### src/rtl/srpm_pkg.sv
// constants shared by the shared-pin strap mux and its pin cells
// assumes one 125 MHz clock domain and an active-low board reset

package srpm_pkg;

   // *********************************************
   // clock and sequencing
   // *********************************************
   localparam int SRPM_CLK_MHZ = 125;
   localparam int SRPM_SYNC_STAGES = 2;
   // cycles spent in the lock phase; the defaults stay forced one cycle more after the reset copy rises
   localparam int SRPM_LOCK_CYCLES = 1;

   // *********************************************
   // pin indices
   // *********************************************
   localparam int SRPM_PIN_ZERO = 0;
   localparam int SRPM_PIN_ONE = 1;
   localparam int SRPM_PIN_TWO = 2;
   localparam int SRPM_PIN_THREE = 3;
   localparam int SRPM_PIN_COUNT = 4;

   // *********************************************
   // values after reset
   // *********************************************
   localparam logic SRPM_SEL_GPIO = 1'h0;
   localparam logic SRPM_SEL_SERIAL = 1'h1;
   localparam logic SRPM_DRIVE_OFF = 1'h0;
   localparam logic SRPM_DRIVE_ON = 1'h1;
   localparam logic SRPM_LEVEL_LOW = 1'h0;
   localparam logic SRPM_LEVEL_HIGH = 1'h1;
   localparam logic SRPM_UART_TX_IDLE = 1'h1;
   localparam logic SRPM_SYNC_RST = 1'h0;
   localparam logic SRPM_STATUS_RST = 1'h0;

   // *********************************************
   // sequencing states
   // *********************************************
   typedef enum logic [2:0] {
      SRPM_PH_HOLD = 3'h1,
      SRPM_PH_LOCK = 3'h2,
      SRPM_PH_RUN = 3'h4
   } srpm_phase_t;

endpackage

### src/rtl/srpm_pin_cell.sv
// one shared pin: picks between a primary and an alternate function
// assumes use_alt is stable whenever force_default is low

`timescale 1ns/1ps

module srpm_pin_cell
   import srpm_pkg::*;
#(
   parameter logic PRIM_DEF_DRIVE = 1'h0,
   parameter logic PRIM_DEF_LEVEL = 1'h0,
   parameter logic ALT_DEF_DRIVE = 1'h0,
   parameter logic ALT_DEF_LEVEL = 1'h0
) (
   input wire logic clk,
   input wire logic rst_n,
   input wire logic use_alt,
   input wire logic force_default,
   input wire logic pin_in,
   output logic pin_out_q,
   output logic pin_oe_b_q,
   input wire logic prim_out,
   input wire logic prim_drive,
   output logic prim_in_q,
   input wire logic alt_out,
   input wire logic alt_drive,
   output logic alt_in_q
);

   // *********************************************
   // pin driver
   // *********************************************
   logic drive;
   logic pin_out_d;
   logic pin_oe_b_d;

   always_comb begin
      drive = SRPM_DRIVE_OFF;
      pin_out_d = SRPM_LEVEL_HIGH;
      if (force_default) begin
         drive = use_alt ? ALT_DEF_DRIVE : PRIM_DEF_DRIVE;
         pin_out_d = use_alt ? ALT_DEF_LEVEL : PRIM_DEF_LEVEL;
      end else if (use_alt) begin
         drive = alt_drive;
         pin_out_d = alt_out;
      end else begin
         drive = prim_drive;
         pin_out_d = prim_out;
      end
      pin_oe_b_d = ~drive;
   end

   // no reset here: the defaults must reach the pin while reset is still low
   always_ff @(posedge clk) begin
      pin_out_q <= pin_out_d;
      pin_oe_b_q <= pin_oe_b_d;
   end

   // *********************************************
   // pin receiver
   // *********************************************
   logic in_s1_q;
   logic in_s2_q;
   logic prim_in_d;
   logic alt_in_d;

   always_comb begin
      prim_in_d = use_alt ? SRPM_LEVEL_LOW : in_s2_q;
      alt_in_d = use_alt ? in_s2_q : SRPM_LEVEL_LOW;
   end

   always_ff @(posedge clk or negedge rst_n) begin
      if (!rst_n) begin
         in_s1_q <= SRPM_SYNC_RST;
         in_s2_q <= SRPM_SYNC_RST;
         prim_in_q <= SRPM_LEVEL_LOW;
         alt_in_q <= SRPM_LEVEL_LOW;
      end else begin
         in_s1_q <= pin_in;
         in_s2_q <= in_s1_q;
         prim_in_q <= prim_in_d;
         alt_in_q <= alt_in_d;
      end
   end

endmodule

### src/rtl/srpm_top.sv
// strap-selected function mux for the four shared pins of serial port two
// assumes the board holds the strap steady through reset and the peripherals
// behind it run on the same clock

`timescale 1ns/1ps

module srpm_top
   import srpm_pkg::*;
(
   input wire logic clk,
   input wire logic rst_b,
   input wire logic mux_strap_input,
   input wire logic shared_pin_zero_in,
   output logic shared_pin_zero_out,
   output logic shared_pin_zero_oe_b,
   input wire logic shared_pin_one_in,
   output logic shared_pin_one_out,
   output logic shared_pin_one_oe_b,
   input wire logic shared_pin_two_in,
   output logic shared_pin_two_out,
   output logic shared_pin_two_oe_b,
   input wire logic shared_pin_three_in,
   output logic shared_pin_three_out,
   output logic shared_pin_three_oe_b,
   output logic general_io_line_three_in,
   input wire logic general_io_line_three_out,
   input wire logic general_io_line_three_drive,
   output logic general_io_line_five_in,
   input wire logic general_io_line_five_out,
   input wire logic general_io_line_five_drive,
   input wire logic uart_tx_data,
   output logic uart_rx_data,
   output logic serial_tx_clock_in,
   input wire logic serial_tx_clock_out,
   input wire logic serial_tx_clock_drive,
   output logic serial_rx_clock_in,
   input wire logic serial_rx_clock_out,
   input wire logic serial_rx_clock_drive,
   output logic serial_tx_frame_sync_in,
   input wire logic serial_tx_frame_sync_out,
   input wire logic serial_tx_frame_sync_drive,
   output logic serial_rx_frame_sync_in,
   input wire logic serial_rx_frame_sync_out,
   input wire logic serial_rx_frame_sync_drive,
   output logic mux_select_serial,
   output logic mux_locked
);

   // *********************************************
   // reset release
   // *********************************************
   logic rst_s1_q;
   logic rst_s2_q;
   logic rst_n;

   always_ff @(posedge clk or negedge rst_b) begin
      if (!rst_b) begin
         rst_s1_q <= SRPM_SYNC_RST;
         rst_s2_q <= SRPM_SYNC_RST;
      end else begin
         rst_s1_q <= 1'h1;
         rst_s2_q <= rst_s1_q;
      end
   end

   assign rst_n = rst_s2_q;

   // *********************************************
   // strap capture
   // *********************************************
   // the strap synchroniser has no reset: it must keep sampling while reset is low
   logic strap_s1_q;
   logic strap_s2_q;

   always_ff @(posedge clk) begin
      strap_s1_q <= mux_strap_input;
      strap_s2_q <= strap_s1_q;
   end

   srpm_phase_t phase_q;
   srpm_phase_t phase_d;
   logic sel_q;
   logic sel_d;
   logic [1:0] lock_cnt_q;
   logic [1:0] lock_cnt_d;

   always_comb begin
      sel_d = sel_q;
      phase_d = phase_q;
      lock_cnt_d = lock_cnt_q;
      case (phase_q)
         SRPM_PH_HOLD: begin
            sel_d = strap_s2_q;
            phase_d = SRPM_PH_LOCK;
            lock_cnt_d = 2'(SRPM_LOCK_CYCLES - 1);
         end
         SRPM_PH_LOCK: begin
            if (lock_cnt_q == 2'h0) begin
               phase_d = SRPM_PH_RUN;
            end else begin
               lock_cnt_d = lock_cnt_q - 2'h1;
            end
         end
         SRPM_PH_RUN: begin
            sel_d = sel_q;
         end
         default: begin
            phase_d = SRPM_PH_HOLD;
         end
      endcase
   end

   // sel has no reset so that the reset phase itself can load it;
   // it is frozen once the phase leaves hold, which only reset re-enters
   always_ff @(posedge clk) begin
      if (!rst_n) begin
         sel_q <= strap_s2_q;
      end else begin
         sel_q <= sel_d;
      end
   end

   always_ff @(posedge clk or negedge rst_n) begin
      if (!rst_n) begin
         phase_q <= SRPM_PH_HOLD;
         lock_cnt_q <= 2'h0;
      end else begin
         phase_q <= phase_d;
         lock_cnt_q <= lock_cnt_d;
      end
   end

   logic force_default;

   assign force_default = (phase_q != SRPM_PH_RUN);

   // *********************************************
   // status
   // *********************************************
   logic sel_out_d;
   logic locked_d;

   always_comb begin
      sel_out_d = mux_select_serial;
      locked_d = (phase_d == SRPM_PH_RUN);
      if (phase_q == SRPM_PH_LOCK) begin
         sel_out_d = sel_q;
      end
   end

   always_ff @(posedge clk or negedge rst_n) begin
      if (!rst_n) begin
         mux_select_serial <= SRPM_STATUS_RST;
         mux_locked <= SRPM_STATUS_RST;
      end else begin
         mux_select_serial <= sel_out_d;
         mux_locked <= locked_d;
      end
   end

   // *********************************************
   // shared pins
   // *********************************************
   // general line three or tx clock, both idle as inputs
   srpm_pin_cell #(
      .PRIM_DEF_DRIVE(SRPM_DRIVE_OFF),
      .PRIM_DEF_LEVEL(SRPM_LEVEL_LOW),
      .ALT_DEF_DRIVE(SRPM_DRIVE_OFF),
      .ALT_DEF_LEVEL(SRPM_LEVEL_LOW)
   ) u_pin_zero (
      .clk(clk),
      .rst_n(rst_n),
      .use_alt(sel_q),
      .force_default(force_default),
      .pin_in(shared_pin_zero_in),
      .pin_out_q(shared_pin_zero_out),
      .pin_oe_b_q(shared_pin_zero_oe_b),
      .prim_out(general_io_line_three_out),
      .prim_drive(general_io_line_three_drive),
      .prim_in_q(general_io_line_three_in),
      .alt_out(serial_tx_clock_out),
      .alt_drive(serial_tx_clock_drive),
      .alt_in_q(serial_tx_clock_in)
   );

   // uart transmit is an output only and idles high, also during reset
   srpm_pin_cell #(
      .PRIM_DEF_DRIVE(SRPM_DRIVE_ON),
      .PRIM_DEF_LEVEL(SRPM_UART_TX_IDLE),
      .ALT_DEF_DRIVE(SRPM_DRIVE_OFF),
      .ALT_DEF_LEVEL(SRPM_LEVEL_LOW)
   ) u_pin_one (
      .clk(clk),
      .rst_n(rst_n),
      .use_alt(sel_q),
      .force_default(force_default),
      .pin_in(shared_pin_one_in),
      .pin_out_q(shared_pin_one_out),
      .pin_oe_b_q(shared_pin_one_oe_b),
      .prim_out(uart_tx_data),
      .prim_drive(SRPM_DRIVE_ON),
      .prim_in_q(),
      .alt_out(serial_rx_clock_out),
      .alt_drive(serial_rx_clock_drive),
      .alt_in_q(serial_rx_clock_in)
   );

   srpm_pin_cell #(
      .PRIM_DEF_DRIVE(SRPM_DRIVE_OFF),
      .PRIM_DEF_LEVEL(SRPM_LEVEL_LOW),
      .ALT_DEF_DRIVE(SRPM_DRIVE_OFF),
      .ALT_DEF_LEVEL(SRPM_LEVEL_LOW)
   ) u_pin_two (
      .clk(clk),
      .rst_n(rst_n),
      .use_alt(sel_q),
      .force_default(force_default),
      .pin_in(shared_pin_two_in),
      .pin_out_q(shared_pin_two_out),
      .pin_oe_b_q(shared_pin_two_oe_b),
      .prim_out(general_io_line_five_out),
      .prim_drive(general_io_line_five_drive),
      .prim_in_q(general_io_line_five_in),
      .alt_out(serial_tx_frame_sync_out),
      .alt_drive(serial_tx_frame_sync_drive),
      .alt_in_q(serial_tx_frame_sync_in)
   );

   // uart receive never drives the pin
   srpm_pin_cell #(
      .PRIM_DEF_DRIVE(SRPM_DRIVE_OFF),
      .PRIM_DEF_LEVEL(SRPM_LEVEL_LOW),
      .ALT_DEF_DRIVE(SRPM_DRIVE_OFF),
      .ALT_DEF_LEVEL(SRPM_LEVEL_LOW)
   ) u_pin_three (
      .clk(clk),
      .rst_n(rst_n),
      .use_alt(sel_q),
      .force_default(force_default),
      .pin_in(shared_pin_three_in),
      .pin_out_q(shared_pin_three_out),
      .pin_oe_b_q(shared_pin_three_oe_b),
      .prim_out(SRPM_LEVEL_LOW),
      .prim_drive(SRPM_DRIVE_OFF),
      .prim_in_q(uart_rx_data),
      .alt_out(serial_rx_frame_sync_out),
      .alt_drive(serial_rx_frame_sync_drive),
      .alt_in_q(serial_rx_frame_sync_in)
   );

endmodule
### config.mk
export PLATFORM = sky130hd
export DESIGN_NAME = srpm_top
export DESIGN_NICKNAME = d
export VERILOG_FILES = /design/src/rtl/srpm_pkg.sv /design/src/rtl/srpm_pin_cell.sv /design/src/rtl/srpm_top.sv
export SDC_FILE = /design/constraint.sdc
export NUM_CORES = 1
export LEC_CHECK = 0
export BUFFER_PORTS_ARGS = -buffer_cell sky130_fd_sc_hd__buf_4
export CAP_MARGIN = 30
export CORE_ASPECT_RATIO = 0.7
export CORE_MARGIN = 4
export CORE_UTILIZATION = 48
export CTS_CLUSTER_SIZE = 25
export DETAILED_ROUTE_END_ITERATION = 10
export PLACE_DENSITY = 0.78
export REMOVE_ABC_BUFFERS = 1
export SLEW_MARGIN = 20
export SYNTH_ARGS = -nofsm -noshare
export SYNTH_HDL_FRONTEND = slang
export SYNTH_SLANG_ARGS = --single-unit
### constraint.sdc
create_clock -name clk -period 0.8 [get_ports clk]
set_input_delay 0.16 -clock clk [delete_from_list [all_inputs] [get_ports clk]]
set_output_delay 0.16 -clock clk [all_outputs]
set_load 0.1 [all_outputs]
==> results by group <==
Drt
  – DR WL/cell: between 20 and 25 µm
  – Drt drc: 0
  – Detail-routed via count per cell: 5.49
  – WL met1: approximately 1.8 mm
  – Wire length on met2: between 2 and 2.5 mm
  – Final antenna-violating net count: 0
  – First-pass detailed-route iteration total: 5
  – Total met3 wirelength after detailed routing: 357 µm
  – Violation count after the first detailed-routing iteration: 36
  – Uppermost routed layer: met4
  – Final wirelength: 4.67 mm
  – Via total after detailed routing: 1066

Logic synthesis
  – Simple-gate area share of the yosys netlist: 13.9%
  – Multiplexer share of the synthesized area: approximately 4.6%
  – Synthesized area per cell: around 13 µm²
  – Dominant combinational cell family by area after synthesis: simple AND/OR/NAND/NOR gates
  – Sequential cell area fraction in the yosys report: 71.0%
  – Fraction of the mapped netlist area in compound gates: 6.94%
  – Synthesized-area fraction occupied by xor and xnor cells: 0%
  – Portion of synthesized cell area occupied by the leading cell type: 49.1%
  – Synthesized instance count: 88
  – Area of the mapped netlist: 1170 µm²
  – Async SR Flop Fraction: 68.6%
  – Top area cells in the synthesized netlist: sky130_fd_sc_hd__dfrtp_1 (49%), sky130_fd_sc_hd__dfxtp_1 (17%), sky130_fd_sc_hd__nand2b_1 (3.2%)
  – Number of enable-type register cells in the synthesized netlist: 1
  – Most frequent cells after synthesis: sky130_fd_sc_hd__dfrtp_1 (23), sky130_fd_sc_hd__dfxtp_1 (10), sky130_fd_sc_hd__nand2b_1 (6), sky130_fd_sc_hd__nor2_1 (6)
  – Most frequently used cell type in the post-synthesis netlist: sky130_fd_sc_hd__dfrtp_1
  – Synth Area in Adders: 1.07%
  – Dominant register cell in the synthesized netlist: sky130_fd_sc_hd__dfrtp_1
  – Number of synthesis warnings: 0
  – Flop and latch count out of synthesis: 35
  – Post-synthesis cell type with the largest combined area: sky130_fd_sc_hd__dfrtp_1
  – Count of cell types in the netlist: 29

Global routing
  – Initial antenna violation count: 0
  – Number of global-route vias before repair: 1093
  – GRT Residual Overflow: 0
  – Largest net degree at the start of global routing: 23
  – First-pass GRT wire length: 5.53 mm
  – Global-route usage over all layers: 24.1%

Clocking
  – TritonCTS clock tree: yes
  – Clock transition at the registers of the reported paths: 130 ps
  – Total clock buffers created by CTS: 5
  – Clock latency reported for the late side of the worst-skew pair: 360 ps
  – H-tree Lvls: 2
  – Clock root buffer: sky130_fd_sc_hd__clkbuf_4
  – Worst-case clock buffer depth: 2
  – Clock Sinks: 35

Power and ir drop
  – Static Leakage: between 1 and 1.5 nW
  – P per Cell Area: 1860 nW/µm²
  – Worst supply voltage drop on vdd: 2.50 mV

Worst setup path
  – Type of the worst setup path: register to register
  – Type of element launching the critical path: register
  – Arrival time of data at the critical path endpoint: 1340 ps
  – Crit path cell chain: buf_6, nand2b_4, o21ai_2
  – Worst endpoint required time: 890 ps
  – WP buf/inv: 1
  – Crit path largest cell delay: between 600 and 700 ps
  – Worst-path maximum fanout: 4
  – Highest-delay cell along the critical path: sky130_fd_sc_hd__dfstp_2
  – Critical Path Sink Type: register
  – Worst path top cell family by delay: flip-flops

Floorplan
  – Total core area: 2240 µm²
  – Area enclosed by the die boundary: 3310 µm²
  – Top-level port count: 37
  – Die outline width: 67.1 µm
  – Effective utilization at floorplan: 52.3%
  – Number of rows in the core area: 14
  – Height of the chip: 49.4 µm

STA
  – Largest clock skew in the final design: 19.3 ps
  – Count of final max-slew check failures: 0
  – Endpoints failing setup: 40
  – Setup repair after global routing missed its margin: yes
  – Final critical path time including I/O delays and setup: between 1000 and 1500 ps
  – Final clock period utilization by the worst path: 156%
  – Setup TNS: -12520 ps
  – Max frequency: roughly 800 MHz
  – Count of final hold-check violations: 0
  – Worst Setup Slack, final: -451 ps

Placed design
  – Total placed cells including tap cells: 163
  – Post-DP HPWL: 1.68 mm
  – RD Place Congestion: 0.765
  – Number of input and output port buffers inserted: 36

Outcome
  – Failing checks: negative setup slack
  – Outcome: finished with violations

Min path
  – Hold/Removal Path Class: input port to register

Flow run
  – Max_cap viols: 0

Finish
  – Layout cells sized above 1: between 60% and 70%
  – Fin cells: 194
  – Ant diodes: 0
  – Number of nets in the finished design: 182
  – Largest registers: phase_q: 3 flops, lock_cnt_q: 2 flops
  – Max FFs per register: 3
  – Growth of design area from synthesis to finish: 87.7%
  – Largest register by flop count: phase_q
## cell usage in the layout, fill, tap and decap left out, drive strengths merged, types with 3 or more instances in the layout
master       synthesis  routed
dlygate4sd3          0       8
and2                 4       4
mux2                 3       3
dfxtp               10      10
clkbuf               1       5
a21oi                4       4
dfrtp               23      23
buf                  3      62
nand2                4       4
nand2b               6       6
nor2b                3       3
nor2                 6       6
## per-layer routing
layer	track usage, %	vias up
met5	0	-
met4	9.43	0
met3	6.68	16
met2	43.2	73
met1	26.4	539
li1	-	438
## worst min-delay path: stages
cell and delay, ps:
sky130_fd_sc_hd__buf_4 110, sky130_fd_sc_hd__nand2_1 60, sky130_fd_sc_hd__a22oi_2 50
## path summary, 6_finish.rpt
path,endpoint,slack [ps],cells past startpoint,startpoint
worst max-delay path,sel_q,-450,3,phase_q[0]
worst max register to register,sel_q,-450,3,phase_q[0]
max in group asynchronous,phase_q[0],200,1,rst_n
min in group asynchronous,rst_s1_q,130,2,rst_b
worst min register to register,u_pin_three.in_s2_q,320,1,rst_n
worst min-delay path,u_pin_one.pin_out_q,50,3,serial_rx_clock_out
## per-stage QoR
stage,hold slack (ps),worst slack [ps],total power (W),area (µm²),util (%)
2_1_floorplan,-136,-480,0.00233,1150,-
4_1_cts,1.32,-359,0.00393,2030,90.6
6_report,52.9,-451,0.00409,2200,98.2
3_5_place_dp,-56.5,-434,0.00252,1550,69.0
3_3_place_gp,-57.8,-363,0.00251,1550,69.0
5_1_grt,44.3,-487,0.00423,2200,98.2
## final cells by class
type | count | area (µm²)
Fill cell | 25 | 41.3
Sequential cell | 35 | 843
Inverter | 2 | 7.51
Multi-Input combinational cell | 47 | 453
Tap cell | 32 | 40.0
Timing Repair Buffer | 70 | 776
Clock inverter | 3 | 43.8
Clock buffer | 5 | 37.5
## repair_timing
item,CTS,global route
hold buffers,7,1
pin swaps,13,4
endpoints found under the hold margin,8,1
resized for setup,77,28
buffers inserted,9,6
cloned,1,0
endpoints found under the setup margin,40,40
## cells by family after synthesis
| logic type | after synthesis |
|---|---|
| other | 1 |
| buffers and inverters | 6 |
| flip-flops | 35 |
| AND/OR/NAND/NOR | 28 |
| multiplexers | 5 |
| AO/OA/AOI/OAI | 12 |
| adder cells (fa/ha/maj) | 1 |
## where the power goes
group	switching, W	internal [W]	leakage (nW)
Combinational	0.000485	0.000327	0.583
Sequential	0.0000712	0.00186	0.381
Clock	0.000695	0.000658	0.0452
(Power assumes the default switching activity.)
